**src/sls_pkg.sv**
```systemverilog
// ==========================================================
// Shared constants for the servo loop scheduler
package sls_pkg;
	// ==========================================================
	// Geometry
	localparam int AXES = 4; // Axis channels
	localparam int POS_W = 30; // Signed position width
	localparam int AOUT_W = 13; // Analog output width
	localparam int STRB_N = 8; // Two strobes per axis
	localparam int PROGS = 10; // Motion programs
	localparam int SUBRS = 40; // Subroutines
	localparam int STORE_N = PROGS + SUBRS; // Program store words

	// ==========================================================
	// Timing, in printed units, and derived cycle counts
	localparam int CLK_PS = 10000; // 100 MHz period
	localparam int CUR_LOOP_PS = 250000000; // Current loop 250 us
	localparam int TICK_CYC = CUR_LOOP_PS / CLK_PS; // Base tick in cycles
	localparam int CUR_LOOP_US = 250;
	localparam int VEL_LOOP_US = 1000; // Velocity loop 1 ms
	localparam int POS_LOOP_US = 2000; // Digital position loop 2 ms
	localparam int ANA_SLOT_US = 500; // Analog slot 0.5 ms
	localparam int VEL_AVG_US = 128000; // Actual velocity window 128 ms
	localparam int CMD_MAX_US = 4000; // Command latency bound 4 ms
	localparam logic [2:0] VEL_TICKS = 3'(VEL_LOOP_US / CUR_LOOP_US - 1);
	localparam logic [2:0] DIG_SLOT_TICKS = 3'(POS_LOOP_US / CUR_LOOP_US / 2 - 1);
	localparam logic [2:0] ANA_SLOT_TICKS = 3'(ANA_SLOT_US / CUR_LOOP_US - 1);
	localparam logic [9:0] AVG_TICKS = 10'(VEL_AVG_US / CUR_LOOP_US - 1);
	localparam int CNT_W = 25; // Base tick counter width

	// ==========================================================
	// Value ranges accepted from the host
	localparam logic signed [31:0] POS_MIN = -32'sd536870912;
	localparam logic signed [31:0] POS_MAX = 32'sd536870911;
	localparam logic [31:0] VEL_MAX = 32'h007F_FFFF; // 8,388,607
	localparam logic [31:0] ACC_MAX = 32'h3FFF_FFFF; // 1,073,741,823
	localparam logic [3:0] PARAM_VEL = 4'h0; // Parameter index holding velocity
	localparam logic [3:0] PARAM_ACC = 4'h1; // Parameter index holding accel

	// ==========================================================
	// Register word offsets (byte addresses)
	localparam logic [7:0] OFS_CONFIG = 8'h00;
	localparam logic [7:0] OFS_CMD_BITS = 8'h04;
	localparam logic [7:0] OFS_CMD_SEL = 8'h08;
	localparam logic [7:0] OFS_CMD_DATA = 8'h0C;
	localparam logic [7:0] OFS_STATUS = 8'h10;
	localparam logic [7:0] OFS_ANALOG = 8'h14;
	localparam logic [7:0] OFS_PROG_IDX = 8'h18;
	localparam logic [7:0] OFS_PROG_DATA = 8'h1C;
	localparam logic [7:0] OFS_ACT_POS = 8'h20; // Four words
	localparam logic [7:0] OFS_ACT_VEL = 8'h30; // Four words
	localparam logic [7:0] OFS_STRB_POS = 8'h40; // Eight words
	localparam logic [7:0] OFS_FACEPLATE = 8'h60;
	localparam logic [31:0] CONFIG_RST = 32'h0000_0000;

	// ==========================================================
	// Command word operations
	typedef enum logic [0:0]
	{
		OP_SET_POS = 1'b0,
		OP_LOAD_PARAM = 1'b1
	} sls_op_e;
endpackage

```
**src/sls_sched_if.sv**
```systemverilog
`timescale 1ns/10ps
// ==========================================================
// Scheduler to core carrier
interface sls_sched_if;
	logic digital; // Digital servo mode
	logic ll_en; // Local logic enabled
	logic [1:0] axis_cnt; // Configured axes minus one
	logic base_tick; // Every 250 us
	logic cur_tick; // Current loop update
	logic vel_tick; // Velocity loop update
	logic frame_tick; // Start of position loop interval
	logic [3:0] axis_tick; // Axis position loop slot
	logic ll_tick; // Local logic slot
	modport sched (input digital, ll_en, axis_cnt,
		output base_tick, cur_tick, vel_tick, frame_tick, axis_tick, ll_tick);
	modport core (output digital, ll_en, axis_cnt,
		input base_tick, cur_tick, vel_tick, frame_tick, axis_tick, ll_tick);
endinterface

```
**src/sls_sched.sv**
```systemverilog
`timescale 1ns/10ps
// ==========================================================
// Round-robin loop slot sequencer
module sls_sched #(
	parameter int TICK_CYC = sls_pkg::TICK_CYC
) (
	input wire logic pclk,
	input wire logic presetn,
	sls_sched_if.sched s
);
	logic [sls_pkg::CNT_W-1:0] cyc_q; // Cycles within base tick
	logic [2:0] sub_q; // Ticks within slot
	logic [1:0] slot_q; // Current slot
	logic [2:0] nslot; // Slots per interval
	logic [2:0] slot_last; // Last tick index of a slot
	logic [2:0] served; // Axes that own a slot
	logic [2:0] ll_slot; // Slot handed to local logic
	logic tick; // Base tick strobe
	logic slot_end; // Slot boundary
	logic [1:0] next_slot; // Slot about to begin
	logic [2:0] need; // Analog slots requested

	// ==========================================================
	// Slot plan decode
	assign tick = (cyc_q == sls_pkg::CNT_W'(TICK_CYC - 1));
	assign need = 3'({1'b0, s.axis_cnt}) + 3'd1 + 3'({2'b00, s.ll_en});
	assign nslot = s.digital ? 3'd2 : (need == 3'd1 ? 3'd1 : (need == 3'd2 ? 3'd2 : 3'd4));
	assign slot_last = s.digital ? sls_pkg::DIG_SLOT_TICKS : sls_pkg::ANA_SLOT_TICKS;
	assign ll_slot = (s.ll_en && !s.digital) ? nslot - 3'd1 : 3'd7;
	assign served = s.digital ? ((s.axis_cnt == 2'd0) ? 3'd1 : 3'd2) : 3'({1'b0, s.axis_cnt}) + 3'd1;
	assign slot_end = tick && (sub_q == slot_last);
	assign next_slot = (3'({1'b0, slot_q}) == nslot - 3'd1) ? 2'd0 : slot_q + 2'd1;

	// ==========================================================
	// Counters; a config change takes hold at once, even mid-slot
	always_ff @(posedge pclk or negedge presetn)
	begin
		if (!presetn)
		begin
			cyc_q <= '0;
			sub_q <= '0;
			slot_q <= '0;
		end
		else
		begin
			cyc_q <= tick ? '0 : cyc_q + 1'b1;
			if (slot_end)
			begin
				sub_q <= '0;
				slot_q <= next_slot;
			end
			else if (tick)
				sub_q <= sub_q + 3'd1;
		end
	end

	// ==========================================================
	// Registered event strobes, one cycle each
	always_ff @(posedge pclk or negedge presetn)
	begin
		if (!presetn)
		begin
			s.base_tick <= 1'b0;
			s.cur_tick <= 1'b0;
			s.vel_tick <= 1'b0;
			s.frame_tick <= 1'b0;
			s.axis_tick <= '0;
			s.ll_tick <= 1'b0;
		end
		else
		begin
			s.base_tick <= tick;
			s.cur_tick <= tick && s.digital;
			s.vel_tick <= tick && s.digital && (sub_q[1:0] == sls_pkg::VEL_TICKS[1:0]);
			s.frame_tick <= slot_end && (next_slot == 2'd0);
			s.ll_tick <= slot_end && (3'({1'b0, next_slot}) == ll_slot);
			for (int a = 0; a < sls_pkg::AXES; a++)
				s.axis_tick[a] <= slot_end && (next_slot == 2'(a)) && (3'(a) < served)
					&& (3'(a) != ll_slot);
		end
	end
endmodule

```
**src/sls_core.sv**
```systemverilog
`timescale 1ns/10ps
// How it works
// - Digital loops at 250us, 1ms, 2ms
// - Analog interval 0.5, 1, 2 ms by axes
// - Local logic takes the last analog slot (second with one axis, else fourth)
// - Status refreshed once per position interval
// - Actual velocity averaged, refreshed every 128ms
// - Host commands acted on within 4ms
// - Faceplate branch within one position interval
// - Local logic sees data at loop rate
// - Command bits start, abort, clear; words load
// - Position, velocity, acceleration ranges enforced
// - Two capture strobes per axis
// - 13-bit analog out, host or monitor
// - Axes one and two start together
// - Store for 10 programs, 40 subroutines
// - Strobe edge captured, published within interval
module sls_core #(
	parameter int TICK_CYC = sls_pkg::TICK_CYC
) (
	input wire logic pclk,
	input wire logic presetn,
	input wire logic psel,
	input wire logic penable,
	input wire logic pwrite,
	input wire logic [7:0] paddr,
	input wire logic [31:0] pwdata,
	output logic [31:0] prdata,
	output logic pready,
	output logic pslverr,
	input wire logic [sls_pkg::AXES*sls_pkg::POS_W-1:0] axis_pos_in,
	input wire logic [sls_pkg::STRB_N-1:0] strobe_in,
	input wire logic [3:0] faceplate_control_input,
	input wire logic [sls_pkg::AOUT_W-1:0] tune_mon_in,
	output logic [3:0] axis_start,
	output logic [3:0] axis_abort,
	output logic [3:0] pos_load,
	output logic [sls_pkg::POS_W-1:0] pos_load_val,
	output logic param_load,
	output logic [3:0] param_idx,
	output logic [31:0] param_val,
	output logic [1:0] param_axis,
	output logic [sls_pkg::AOUT_W-1:0] analog_out,
	output logic [3:0] prog_branch,
	output logic current_loop,
	output logic velocity_loop,
	output logic [3:0] position_loop,
	output logic local_logic_run
);
	localparam int AX = sls_pkg::AXES;
	localparam int PW = sls_pkg::POS_W;

	// ==========================================================
	// Helpers
	// Scale a 128 ms position delta to units per second (x1000/128)
	function automatic logic [31:0] vel_scale(input logic [PW-1:0] delta);
		logic signed [41:0] p;
		p = 42'(signed'(delta)) * 42'sd125;
		return 32'(p >>> 4);
	endfunction
	// Pick one axis position out of the flat bus
	function automatic logic [PW-1:0] pos_of(input logic [AX*PW-1:0] bus, input int a);
		return bus[a*PW +: PW];
	endfunction

	// ==========================================================
	// State
	sls_sched_if sif();
	logic [31:0] config_q; // [0] digital [1] local logic [3:2] axes-1 [4] monitor
	logic [3:0] pend_start_q; // Start requests waiting for the interval
	logic [3:0] pend_abort_q; // Abort requests waiting for the interval
	logic pend_sync_q; // Synchronised start of axes one and two
	logic [31:0] cmd_sel_q; // [1:0] axis [2] op [7:4] param index
	logic [31:0] cmd_data_q; // Command word value
	logic cmd_pend_q; // Command word waiting
	logic range_err_q; // Last command word out of range
	logic [sls_pkg::STRB_N-1:0] strb_prev_q; // Strobe history for edges
	logic [sls_pkg::STRB_N-1:0] strb_flag_q; // Sticky capture flags
	logic [PW-1:0] strb_hold_q [sls_pkg::STRB_N]; // Raw captures
	logic [PW-1:0] strb_pos_q [sls_pkg::STRB_N]; // Published captures
	logic [PW-1:0] act_pos_q [AX]; // Published positions
	logic [PW-1:0] avg_base_q [AX]; // Positions at window start
	logic [31:0] act_vel_q [AX]; // Published velocities
	logic [9:0] avg_cnt_q; // Ticks into velocity window
	logic [sls_pkg::AOUT_W-1:0] host_aout_q; // Host analog value
	logic [5:0] prog_idx_q; // Program store pointer
	logic [31:0] store_q [sls_pkg::STORE_N]; // Program store
	logic [3:0] ctl_seen_q; // Faceplate inputs at last interval

	// ==========================================================
	// Bus decode
	logic setup;
	logic wr;
	logic [5:0] widx;
	logic idx_ok;
	logic hit;
	logic [31:0] rd_mux;
	logic [sls_pkg::STRB_N-1:0] strb_edge;
	logic [sls_pkg::STRB_N-1:0] strb_clr;
	logic signed [31:0] cmd_sval;
	logic cmd_ok;
	logic [31:0] status;

	assign setup = psel && !penable;
	assign wr = psel && penable && pwrite && pready; // Write lands at the access edge
	assign widx = paddr[7:2];
	assign idx_ok = (prog_idx_q < 6'(sls_pkg::STORE_N));
	assign hit = (paddr[1:0] == 2'b00) && (paddr <= sls_pkg::OFS_FACEPLATE)
		&& (paddr < sls_pkg::OFS_STRB_POS + 8'h20 || paddr == sls_pkg::OFS_FACEPLATE)
		&& (paddr != sls_pkg::OFS_PROG_DATA || idx_ok);
	assign strb_edge = strobe_in & ~strb_prev_q;
	assign strb_clr = (wr && paddr == sls_pkg::OFS_CMD_BITS) ? pwdata[15:8] : '0;
	assign cmd_sval = signed'(cmd_data_q);
	// Values outside the documented ranges are refused, not clipped
	assign cmd_ok = (cmd_sel_q[2] == sls_pkg::OP_SET_POS)
		? (cmd_sval >= sls_pkg::POS_MIN && cmd_sval <= sls_pkg::POS_MAX)
		: (cmd_sel_q[7:4] == sls_pkg::PARAM_VEL)
			? (cmd_data_q >= 32'h0000_0001 && cmd_data_q <= sls_pkg::VEL_MAX)
			: (cmd_sel_q[7:4] == sls_pkg::PARAM_ACC)
				? (cmd_data_q >= 32'h0000_0001 && cmd_data_q <= sls_pkg::ACC_MAX) : 1'b1;
	assign status = {18'h0, range_err_q, cmd_pend_q, strb_flag_q, pend_start_q};
	assign rd_mux = !hit ? 32'h0000_0000
		: paddr == sls_pkg::OFS_CONFIG ? config_q
		: paddr == sls_pkg::OFS_CMD_BITS ? {15'h0, pend_sync_q, 8'h0, pend_abort_q, pend_start_q}
		: paddr == sls_pkg::OFS_CMD_SEL ? cmd_sel_q
		: paddr == sls_pkg::OFS_CMD_DATA ? cmd_data_q
		: paddr == sls_pkg::OFS_STATUS ? status
		: paddr == sls_pkg::OFS_ANALOG ? 32'(analog_out)
		: paddr == sls_pkg::OFS_PROG_IDX ? 32'(prog_idx_q)
		: paddr == sls_pkg::OFS_PROG_DATA ? store_q[prog_idx_q]
		: paddr == sls_pkg::OFS_FACEPLATE ? 32'(ctl_seen_q)
		: paddr < sls_pkg::OFS_ACT_VEL ? 32'(signed'(act_pos_q[widx[1:0]]))
		: paddr < sls_pkg::OFS_STRB_POS ? act_vel_q[widx[1:0]]
		: 32'(signed'(strb_pos_q[widx[2:0]]));
	assign sif.digital = config_q[0];
	assign sif.ll_en = config_q[1];
	assign sif.axis_cnt = config_q[3:2];

	// ==========================================================
	// Loop sequencer
	sls_sched #(
		.TICK_CYC(TICK_CYC)
	) u_sched (
		.pclk(pclk),
		.presetn(presetn),
		.s(sif.sched)
	);

	// ==========================================================
	// APB answer: one wait-free access, data set up in setup phase
	always_ff @(posedge pclk or negedge presetn)
	begin
		if (!presetn)
		begin
			pready <= 1'b0;
			pslverr <= 1'b0;
			prdata <= '0;
		end
		else
		begin
			pready <= setup;
			pslverr <= setup && !hit;
			prdata <= setup ? rd_mux : prdata;
		end
	end

	// ==========================================================
	// Host-written configuration and data registers
	always_ff @(posedge pclk or negedge presetn)
	begin
		if (!presetn)
		begin
			config_q <= sls_pkg::CONFIG_RST;
			cmd_sel_q <= '0;
			host_aout_q <= '0;
			prog_idx_q <= '0;
		end
		else if (wr && hit)
		begin
			// Unmapped writes are dropped and flagged through pslverr
			if (paddr == sls_pkg::OFS_CONFIG)
				config_q <= {27'h0, pwdata[4:0]};
			if (paddr == sls_pkg::OFS_CMD_SEL)
				cmd_sel_q <= {24'h0, pwdata[7:4], 1'b0, pwdata[2:0]};
			if (paddr == sls_pkg::OFS_ANALOG)
				host_aout_q <= pwdata[sls_pkg::AOUT_W-1:0];
			if (paddr == sls_pkg::OFS_PROG_IDX)
				prog_idx_q <= pwdata[5:0];
		end
	end

	// ==========================================================
	// Program store; no reset so it maps onto memory
	always_ff @(posedge pclk)
	begin
		if (wr && hit && paddr == sls_pkg::OFS_PROG_DATA)
			store_q[prog_idx_q] <= pwdata;
	end

	// ==========================================================
	// Command bits and words; all but the strobe flag clears run at the next interval
	// start, at most 2 ms away, which keeps well inside 4 ms
	always_ff @(posedge pclk or negedge presetn)
	begin
		if (!presetn)
		begin
			pend_start_q <= '0;
			pend_abort_q <= '0;
			pend_sync_q <= 1'b0;
			cmd_data_q <= '0;
			cmd_pend_q <= 1'b0;
			range_err_q <= 1'b0;
			axis_start <= '0;
			axis_abort <= '0;
			pos_load <= '0;
			pos_load_val <= '0;
			param_load <= 1'b0;
			param_idx <= '0;
			param_val <= '0;
			param_axis <= '0;
		end
		else
		begin
			axis_start <= '0;
			axis_abort <= '0;
			pos_load <= '0;
			param_load <= 1'b0;
			if (sif.frame_tick)
			begin
				axis_abort <= pend_abort_q;
				// Abort wins over a start raised in the same interval
				axis_start <= (pend_start_q | {2'b00, {2{pend_sync_q}}}) & ~pend_abort_q;
				pend_start_q <= '0;
				pend_abort_q <= '0;
				pend_sync_q <= 1'b0;
				if (cmd_pend_q)
				begin
					cmd_pend_q <= 1'b0;
					range_err_q <= !cmd_ok;
					if (cmd_ok && cmd_sel_q[2] == sls_pkg::OP_SET_POS)
					begin
						pos_load[cmd_sel_q[1:0]] <= 1'b1;
						pos_load_val <= cmd_data_q[PW-1:0];
					end
					else if (cmd_ok)
					begin
						param_load <= 1'b1;
						param_idx <= cmd_sel_q[7:4];
						param_val <= cmd_data_q;
						param_axis <= cmd_sel_q[1:0];
					end
				end
			end
			// Requests arriving now join the following interval
			if (wr && paddr == sls_pkg::OFS_CMD_BITS)
			begin
				pend_start_q <= (sif.frame_tick ? 4'h0 : pend_start_q) | pwdata[3:0];
				pend_abort_q <= (sif.frame_tick ? 4'h0 : pend_abort_q) | pwdata[7:4];
				pend_sync_q <= (sif.frame_tick ? 1'b0 : pend_sync_q) | pwdata[16];
			end
			if (wr && paddr == sls_pkg::OFS_CMD_DATA)
			begin
				cmd_data_q <= pwdata;
				cmd_pend_q <= 1'b1;
			end
		end
	end

	// ==========================================================
	// Strobe capture and sticky flags
	always_ff @(posedge pclk or negedge presetn)
	begin
		if (!presetn)
		begin
			strb_prev_q <= '0;
			strb_flag_q <= '0;
			for (int k = 0; k < sls_pkg::STRB_N; k++)
			begin
				strb_hold_q[k] <= '0;
				strb_pos_q[k] <= '0;
			end
		end
		else
		begin
			strb_prev_q <= strobe_in;
			strb_flag_q <= (strb_flag_q & ~strb_clr) | strb_edge;
			for (int k = 0; k < sls_pkg::STRB_N; k++)
			begin
				if (strb_edge[k])
					strb_hold_q[k] <= pos_of(axis_pos_in, k / 2);
				if (sif.axis_tick[k / 2])
					strb_pos_q[k] <= strb_hold_q[k];
			end
		end
	end

	// ==========================================================
	// Position status and averaged velocity
	always_ff @(posedge pclk or negedge presetn)
	begin
		if (!presetn)
		begin
			avg_cnt_q <= '0;
			for (int a = 0; a < AX; a++)
			begin
				act_pos_q[a] <= '0;
				avg_base_q[a] <= '0;
				act_vel_q[a] <= '0;
			end
		end
		else
		begin
			if (sif.base_tick)
				avg_cnt_q <= (avg_cnt_q == sls_pkg::AVG_TICKS) ? 10'd0 : avg_cnt_q + 10'd1;
			for (int a = 0; a < AX; a++)
			begin
				if (sif.axis_tick[a])
					act_pos_q[a] <= pos_of(axis_pos_in, a);
				if (sif.base_tick && avg_cnt_q == sls_pkg::AVG_TICKS)
				begin
					// Mean over the window; too slow for fast control
					act_vel_q[a] <= vel_scale(pos_of(axis_pos_in, a) - avg_base_q[a]);
					avg_base_q[a] <= pos_of(axis_pos_in, a);
				end
			end
		end
	end

	// ==========================================================
	// Loop strobes, faceplate branch and analog output
	always_ff @(posedge pclk or negedge presetn)
	begin
		if (!presetn)
		begin
			ctl_seen_q <= '0;
			prog_branch <= '0;
			analog_out <= '0;
			current_loop <= 1'b0;
			velocity_loop <= 1'b0;
			position_loop <= '0;
			local_logic_run <= 1'b0;
		end
		else
		begin
			if (sif.frame_tick)
			begin
				ctl_seen_q <= faceplate_control_input;
				prog_branch <= faceplate_control_input;
			end
			analog_out <= config_q[4] ? tune_mon_in : host_aout_q;
			current_loop <= sif.cur_tick;
			velocity_loop <= sif.vel_tick;
			position_loop <= sif.axis_tick;
			local_logic_run <= sif.ll_tick;
		end
	end
endmodule

```
**config.mk**
```make
export PLATFORM = sky130hd
export DESIGN_NAME = sls_core
export DESIGN_NICKNAME = d
export VERILOG_FILES = /design/src/sls_pkg.sv /design/src/sls_sched_if.sv /design/src/sls_sched.sv /design/src/sls_core.sv
export SDC_FILE = /design/constraint.sdc
export NUM_CORES = 2
export LEC_CHECK = 0
export ABC_CLOCK_PERIOD_IN_PS = 21000
export BUFFER_PORTS_ARGS = -buffer_cell sky130_fd_sc_hd__buf_2
export CORE_ASPECT_RATIO = 0.8
export CORE_UTILIZATION = 60
export CTS_BUF_LIST = sky130_fd_sc_hd__clkbuf_8
export DETAILED_ROUTE_END_ITERATION = 8
export PLACE_DENSITY_LB_ADDON = 0.12
export RECOVER_POWER = 100
export SYNTH_ARGS = -nofsm -noshare
export SYNTH_HDL_FRONTEND = slang
export SYNTH_SLANG_ARGS = --single-unit
```
**constraint.sdc**
```tcl
create_clock -name pclk -period 21 [get_ports pclk]
set_input_delay 3.15 -clock pclk [delete_from_list [all_inputs] [get_ports pclk]]
set_output_delay 3.15 -clock pclk [all_outputs]
set_load 0.02 [all_outputs]
```
# Word level (Yosys, flattened, before mapping)
# Memory sizes are Yosys's and may differ from the RTL's.
# Index checks and enable logic that the tools add are counted.
# totals
register_bits	1126
mem_bits_rw	1600
inputBits	190
out_inout_bits	139
elab_cells	255
memories	1
# classes
add_sub_neg	11
mul	4
magnitude_cmp	18
eq_ne	24
mux	59
n_bitwise	15
reduce_logical	56
# mem_list
name	depth	word_bits	read_ports	rd_ports_with_merged_regs	write_ports	line_no	text
store_q	50	32	1	0	1	sls_core.sv:87	logic [31:0] store_q [sls_pkg::STORE_N];
# op_table
cell	count
two-way mux 32 bit	14
multiplier 30 x 8 -> 36 bit (second input constant)	4
two-way mux 30 bit	4
subtractor 30 bit	4
binary-select mux 30 bit (select 3 bit)	1
binary-select mux 32 bit (select 2 bit)	1
less-or-equal comparator 32 x 30 -> 1 bit (second input constant)	2
binary-select mux 30 bit (select 2 bit)	1
two-way mux 4 bit	9
logical AND 1 bit	35
equality test 8 x 5 -> 1 bit (second input constant)	4
>= comparator 32 x 1 -> 1 bit (second input constant)	1
>= comparator 32 x 30 -> 1 bit (second input constant)	1
less-or-equal comparator 32 x 23 -> 1 bit (second input constant)	1
adder 25 x 1 -> 25 bit (second input constant)	1
equality test 25 x 15 -> 1 bit (second input constant)	1
two-way mux 25 bit	1
two-way mux 3 bit	7
bitwise AND 8 bit	2
equality test 8 x 4 -> 1 bit (second input constant)	2
< comparator 8 x 7 -> 1 bit (second input constant)	2
inverter 8 bit	2
two-way mux 1 bit	14
two-way mux 13 bit	1
51 further kinds	72

# Longest topological paths before layout
# depth
depth_word	16
depth_mapped	37
mapped_depth_nobuf	37

# Modules after synthesis
# Synthesis repeated with hierarchy kept, for this count alone.
# hier_totals
hier_cells	10141
area_unflattened_um2	133128.9
# modules_own_cells
module	instances	cells_per_inst	area_per_inst_um2	seq_area_each_um2
sls_core	1	9937	130954.3	75247.2
sls_sched	1	204	2174.6	975.9

# Worst setup path after synthesis
# OpenSTA, ideal clock, no wires.
# synth_path
path_kind	input -> register
startpoint	input axis_pos_in[30] (netlist bit)
endpoint	register act_vel_q[94] (netlist bit)
setup_ns	0.129
arrival_ns	9.755
required_time_ns	20.871
slack_ns	11.116
path_stages	32
n_path_buf	0
cell_sequence	inv_1 ha_1 fa_1 nand2b_1 a21oi_1 o221ai_1 a21oi_1 o31a_1 a21o_1 a21oi_1 xnor2_2 xor2_1 xnor2_1 fa_1 inv_1 fa_1 inv_1 fa_1 inv_1 ha_1 a21oi_1 o21bai_1 a21oi_1 o21ai_1 a21o_1 a2111oi_0 a211o_1 o211ai_1 or4_1 a31oi_1 xor2_1 o21ai_1
# synth_between
elab_chain_len	2
# synth_lines
element	line_no	text
start, declared	sls_core.sv:31	input wire logic [sls_pkg::AXES*sls_pkg::POS_W-1:0] axis_pos_in,
subtractor 30 bit	sls_core.sv:322	act_vel_q[a] <= vel_scale(pos_of(axis_pos_in, a) - avg_base_q[a]);
multiplier 30 x 8 -> 36 bit	sls_core.sv:58	p = 42'(signed'(delta)) * 42'sd125;
end signal, assigned by index	sls_core.sv:322	
end, declared	sls_core.sv:83	logic [31:0] act_vel_q [AX];
# Every way passes these cells.
# A chain may end at the register's enable or synchronous reset.

# Final worst setup path
# layout_path
startpoint	input paddr[2]
endpoint	memory store_q[40][30], enable pin
# layout_between
elab_chain_len	8
word_cells_on_any_way	14
classes_between	2 x order compare; 3 x eq/ne; 2 x mux; 7 x reduce/logical
# layout_lines
element	line_no	text
start, declared	sls_core.sv:26	input wire logic [7:0] paddr,
less-or-equal comparator 8 x 7 -> 1 bit, or another cell as far along	sls_core.sv:108	assign hit = (paddr[1:0] == 2'b00) && (paddr <= sls_pkg::OFS_FACEPLATE)
logical AND 1 bit / logical OR 1 bit (equally long branches)	sls_core.sv:108, sls_core.sv:109	
logical AND 1 bit	sls_core.sv:109	&& (paddr < sls_pkg::OFS_STRB_POS + 8'h20 || paddr == sls_pkg::OFS_FACEPLATE)
logical AND 1 bit	sls_core.sv:110	&& (paddr != sls_pkg::OFS_PROG_DATA || idx_ok);
logical AND 1 bit	sls_core.sv:196	if (wr && hit && paddr == sls_pkg::OFS_PROG_DATA)
logical AND 1 bit *	sls_core.sv:196	
two-way mux 1 bit *	sls_core.sv:196	
two-way mux 1 bit (not written as such) *	sls_core.sv:197	store_q[prog_idx_q] <= pwdata;
end, declared	sls_core.sv:87	
# Mark *: on every way between the ends. The rest lies on a longest branch, timed or not.

==> results.yml <==
setup_path:
  critPathTopFamily: "buffers and inverters"
  cp-end-kind: "flip-flop"
  slowest_delay_ns: 3.08
  start_kind: "input pin"
  critPathMostFrequentCell: "clkbuf_1"
  slowest_stage: "clkbuf_1"
  crit_fanout: 45
  reg2reg_slack_ns: 10.49
  critical_path_required_ns: 21.57
  cp_cell_sequence: "clkbuf_1 -> clkbuf_1 -> nand2_1 -> nor2_2 -> clkbuf_1 -> nand2_1 -> nor3_1 -> clkbuf_1"
  arrival_ns: 13.69
  worstSetupPathType: "input pin to flip-flop"
  worst-path-buf-inv: 4
synth:
  async_flop_share_pct: 41.3
  synth.distinct_cells: 99
  synth_most_common_cell: "edfxtp_1"
  syn-cell-area_sq_um: 132000
  synth.top_cell.area_share_pct: 36.4
  yosys_warnings: 0
  synth_common_cells: "edfxtp_1, dfrtp_1, inv_1"
  synth-seq-cells: 2726
  synth_ff_type: "edfxtp_1"
  seq_area_frac_synth_pct: 57.8
  synth_top_area_cell: "edfxtp_1"
  syn_area_per_cell_sq_um: 13.2
  synthCells: 10000
  synth_edf_count: 1600
  synth_area_leaders: "edfxtp_1, dfrtp_1, mux2_2"
  syn-num-nets: 11000
grt:
  grt_max_degree: 187
  grt_remaining_overflow: 0
  grt_pass1_wl_microns: 586000
  antenna_found_initial: 56
  grt_pass1_vias: 85900
  track_usage_pct: 36.4
die:
  dieArea_sq_um: 222000
  fp.dieH_microns: 421
  core_sq_um: 218000
  io_pins: 329
  initial_core_util_pct: 60.5
  die_width_microns: 526
  rows: 153
sta:
  final_max_slew_viol_count: 4870
  rsz0062_at_grt: "false"
  period_needed_ns: 13.12
  finalCritPeriodShare_pct: 62.5
  slew_headroom_pct: -512
  setup_viol: 0
  finClkSkew_ns: 0.0976
  fin_hold_ws_ns: 0.352
  fmax_ghz: 0.0762
  worst_pin_slew_ns: 9.18
  timing.final.hold_violations: 0
  setup_tns_ns: 0
detailed_routing:
  avgViaCountPerCell: 6.41
  postRouteAntennaNets: 0
  drtIter0Drc: 11600
  wl_per_cell_microns: 29.4
  dr.pass1.iters: 9
  via_count: 88200
  drc_errors: 0
  drt-total-wl_microns: 405000
cts:
  cts_sinks: 2726
  postCtsSetupBuffers: 0
  cts_resized: 0
  insertion_delay_ns: 1.05
  clk_pin_slew_ns: 0.06
  clock_path_buffers: 4
  root_buffer: "clkbuf_8"
  cts_tree: "yes"
  cts_hold_buffers: 0
  cts_buffers: 414
  h-tree-depth: 5
power_and_ir_drop:
  power_frac_seq_pct: 41.0
  switching_share_pct: 32.3
  netSwitchingPower_w: 0.00457
  irDropWorstVdd_mv: 0.0635
  p_leak_nw: 60.2
  p_clk_share_pct: 30.8
  powerDensity_nw_per_um2: 97.5
  combPwrFrac_pct: 28.1
  p_int_w: 0.00956
placement:
  hpwl_microns: 272000
  gp_congestion: 0.943
  io_buffer_count: 328
run_status:
  outcome: "complete, but fails checks"
  failed_checks: "capacitance limit, slew limit"
cells_and_area:
  syn2layout_area_growth_pct: 9.76
  drive_gt1_share_pct: 15.8
  fin_nets: 11500
hold_path:
  hold_path_class: "flip-flop to flip-flop"
flow_run:
  max-cap-violations: 119
metal layers:
metal / share of wire [%] / GRT usage (%) / up-vias
li1: - / - / 37500
met1: 42 / 55.7 / 44400
met2: 40 / 48.6 / 5614
met3: 14 / 11.7 / 760
met4: 3.9 / 12.7 / 16
met5: 0.034 / 0.0860 / -
cell type report:
class	instances	area (sq um)
inverter	1040	3900
clock inverter	286	1650
multi-input combinational	5820	50300
timing repair buffer	520	2560
fill	15900	73200
tap	2867	3590
sequential	2726	76200
clock buffer	472	6500
antenna	31	77.6
cells in the final DEF (no fill, tap or decap), types with 103 or more instances in the layout:
cell type  instances
edfxtp_1        1600
inv_1           1182
dfrtp_1         1120
nand2_1          738
mux2_2           719
a22oi_1          493
clkbuf_8         472
o21ai_0          458
ha_1             437
fa_1             388
clkbuf_1         305
a21oi_1          301
nor2_1           263
xnor2_1          248
xor2_1           161
a221oi_1         137
mux4_2           125
a22o_1           116
buf_4            109
a21o_1           103
path summary, 6_finish.rpt:
check,end,cells past startpoint,start
max in group asynchronous,prdata[12],3,presetn
hold / removal,local_logic_run,0,u_sched.s.ll_tick
min in group asynchronous,u_sched.cyc_q[5],1,presetn
hold reg to reg,local_logic_run,0,u_sched.s.ll_tick
setup / recovery,store_q[40][30],8,paddr[2]
setup reg to reg,avg_base_q[23],5,avg_cnt_q[0]
per-stage QoR:
| stage | setup slack (ns) | total power (W) | cells | area [sq um] | util [%] |
|---|---|---|---|---|---|
| final | 7.88 | 0.0141 | 13800 | 145000 | 66.4 |
| after global routing | 5.70 | 0.0149 | 13700 | 145000 | 66.4 |
| after CTS | 11.07 | 0.0141 | 13700 | 146000 | 66.8 |
| after detailed placement | 10.05 | 0.00979 | 13000 | 138000 | 63.1 |
| after global placement | 10.17 | 0.00970 | 13000 | 138000 | 63.1 |
| after floorplan | 11.12 | 0.00869 | 10000 | 132000 | - |
kinds of logic after synthesis:
family          Yosys count  synth area share [%]
flops                  2726                  57.8
compound gates         2083                  10.7
simple gates           1547                  5.32
buf+inv                1481                  4.27
mux                     938                  8.98
fa+ha+maj               834                  10.1
xor+xnor                418                  2.87
power by group through the flow:
stage               clock [W]  sequential (W)  combinational (W)
finish                0.00435         0.00580            0.00398
global route          0.00462         0.00580            0.00445
CTS                   0.00438         0.00579            0.00393
detailed placement          0         0.00590            0.00389
global placement            0         0.00589            0.00381
floorplan                   0         0.00589            0.00281
sequential cells by signal, summed over array words and instances, names as in the netlist, 5 cells and up:
name,flops
act_pos_q,120
act_vel_q,128
analog_out,13
avg_base_q,120
avg_cnt_q,10
cmd_data_q,32
cmd_sel_q,7
config_q,5
host_aout_q,13
param_val,32
pos_load_val,30
prdata,32
prog_idx_q,6
store_q,1600
strb_flag_q,8
strb_hold_q,240
strb_pos_q,240
strb_prev_q,8
u_sched.cyc_q,25
No activity file was read; power rests on OpenSTA's default activity.
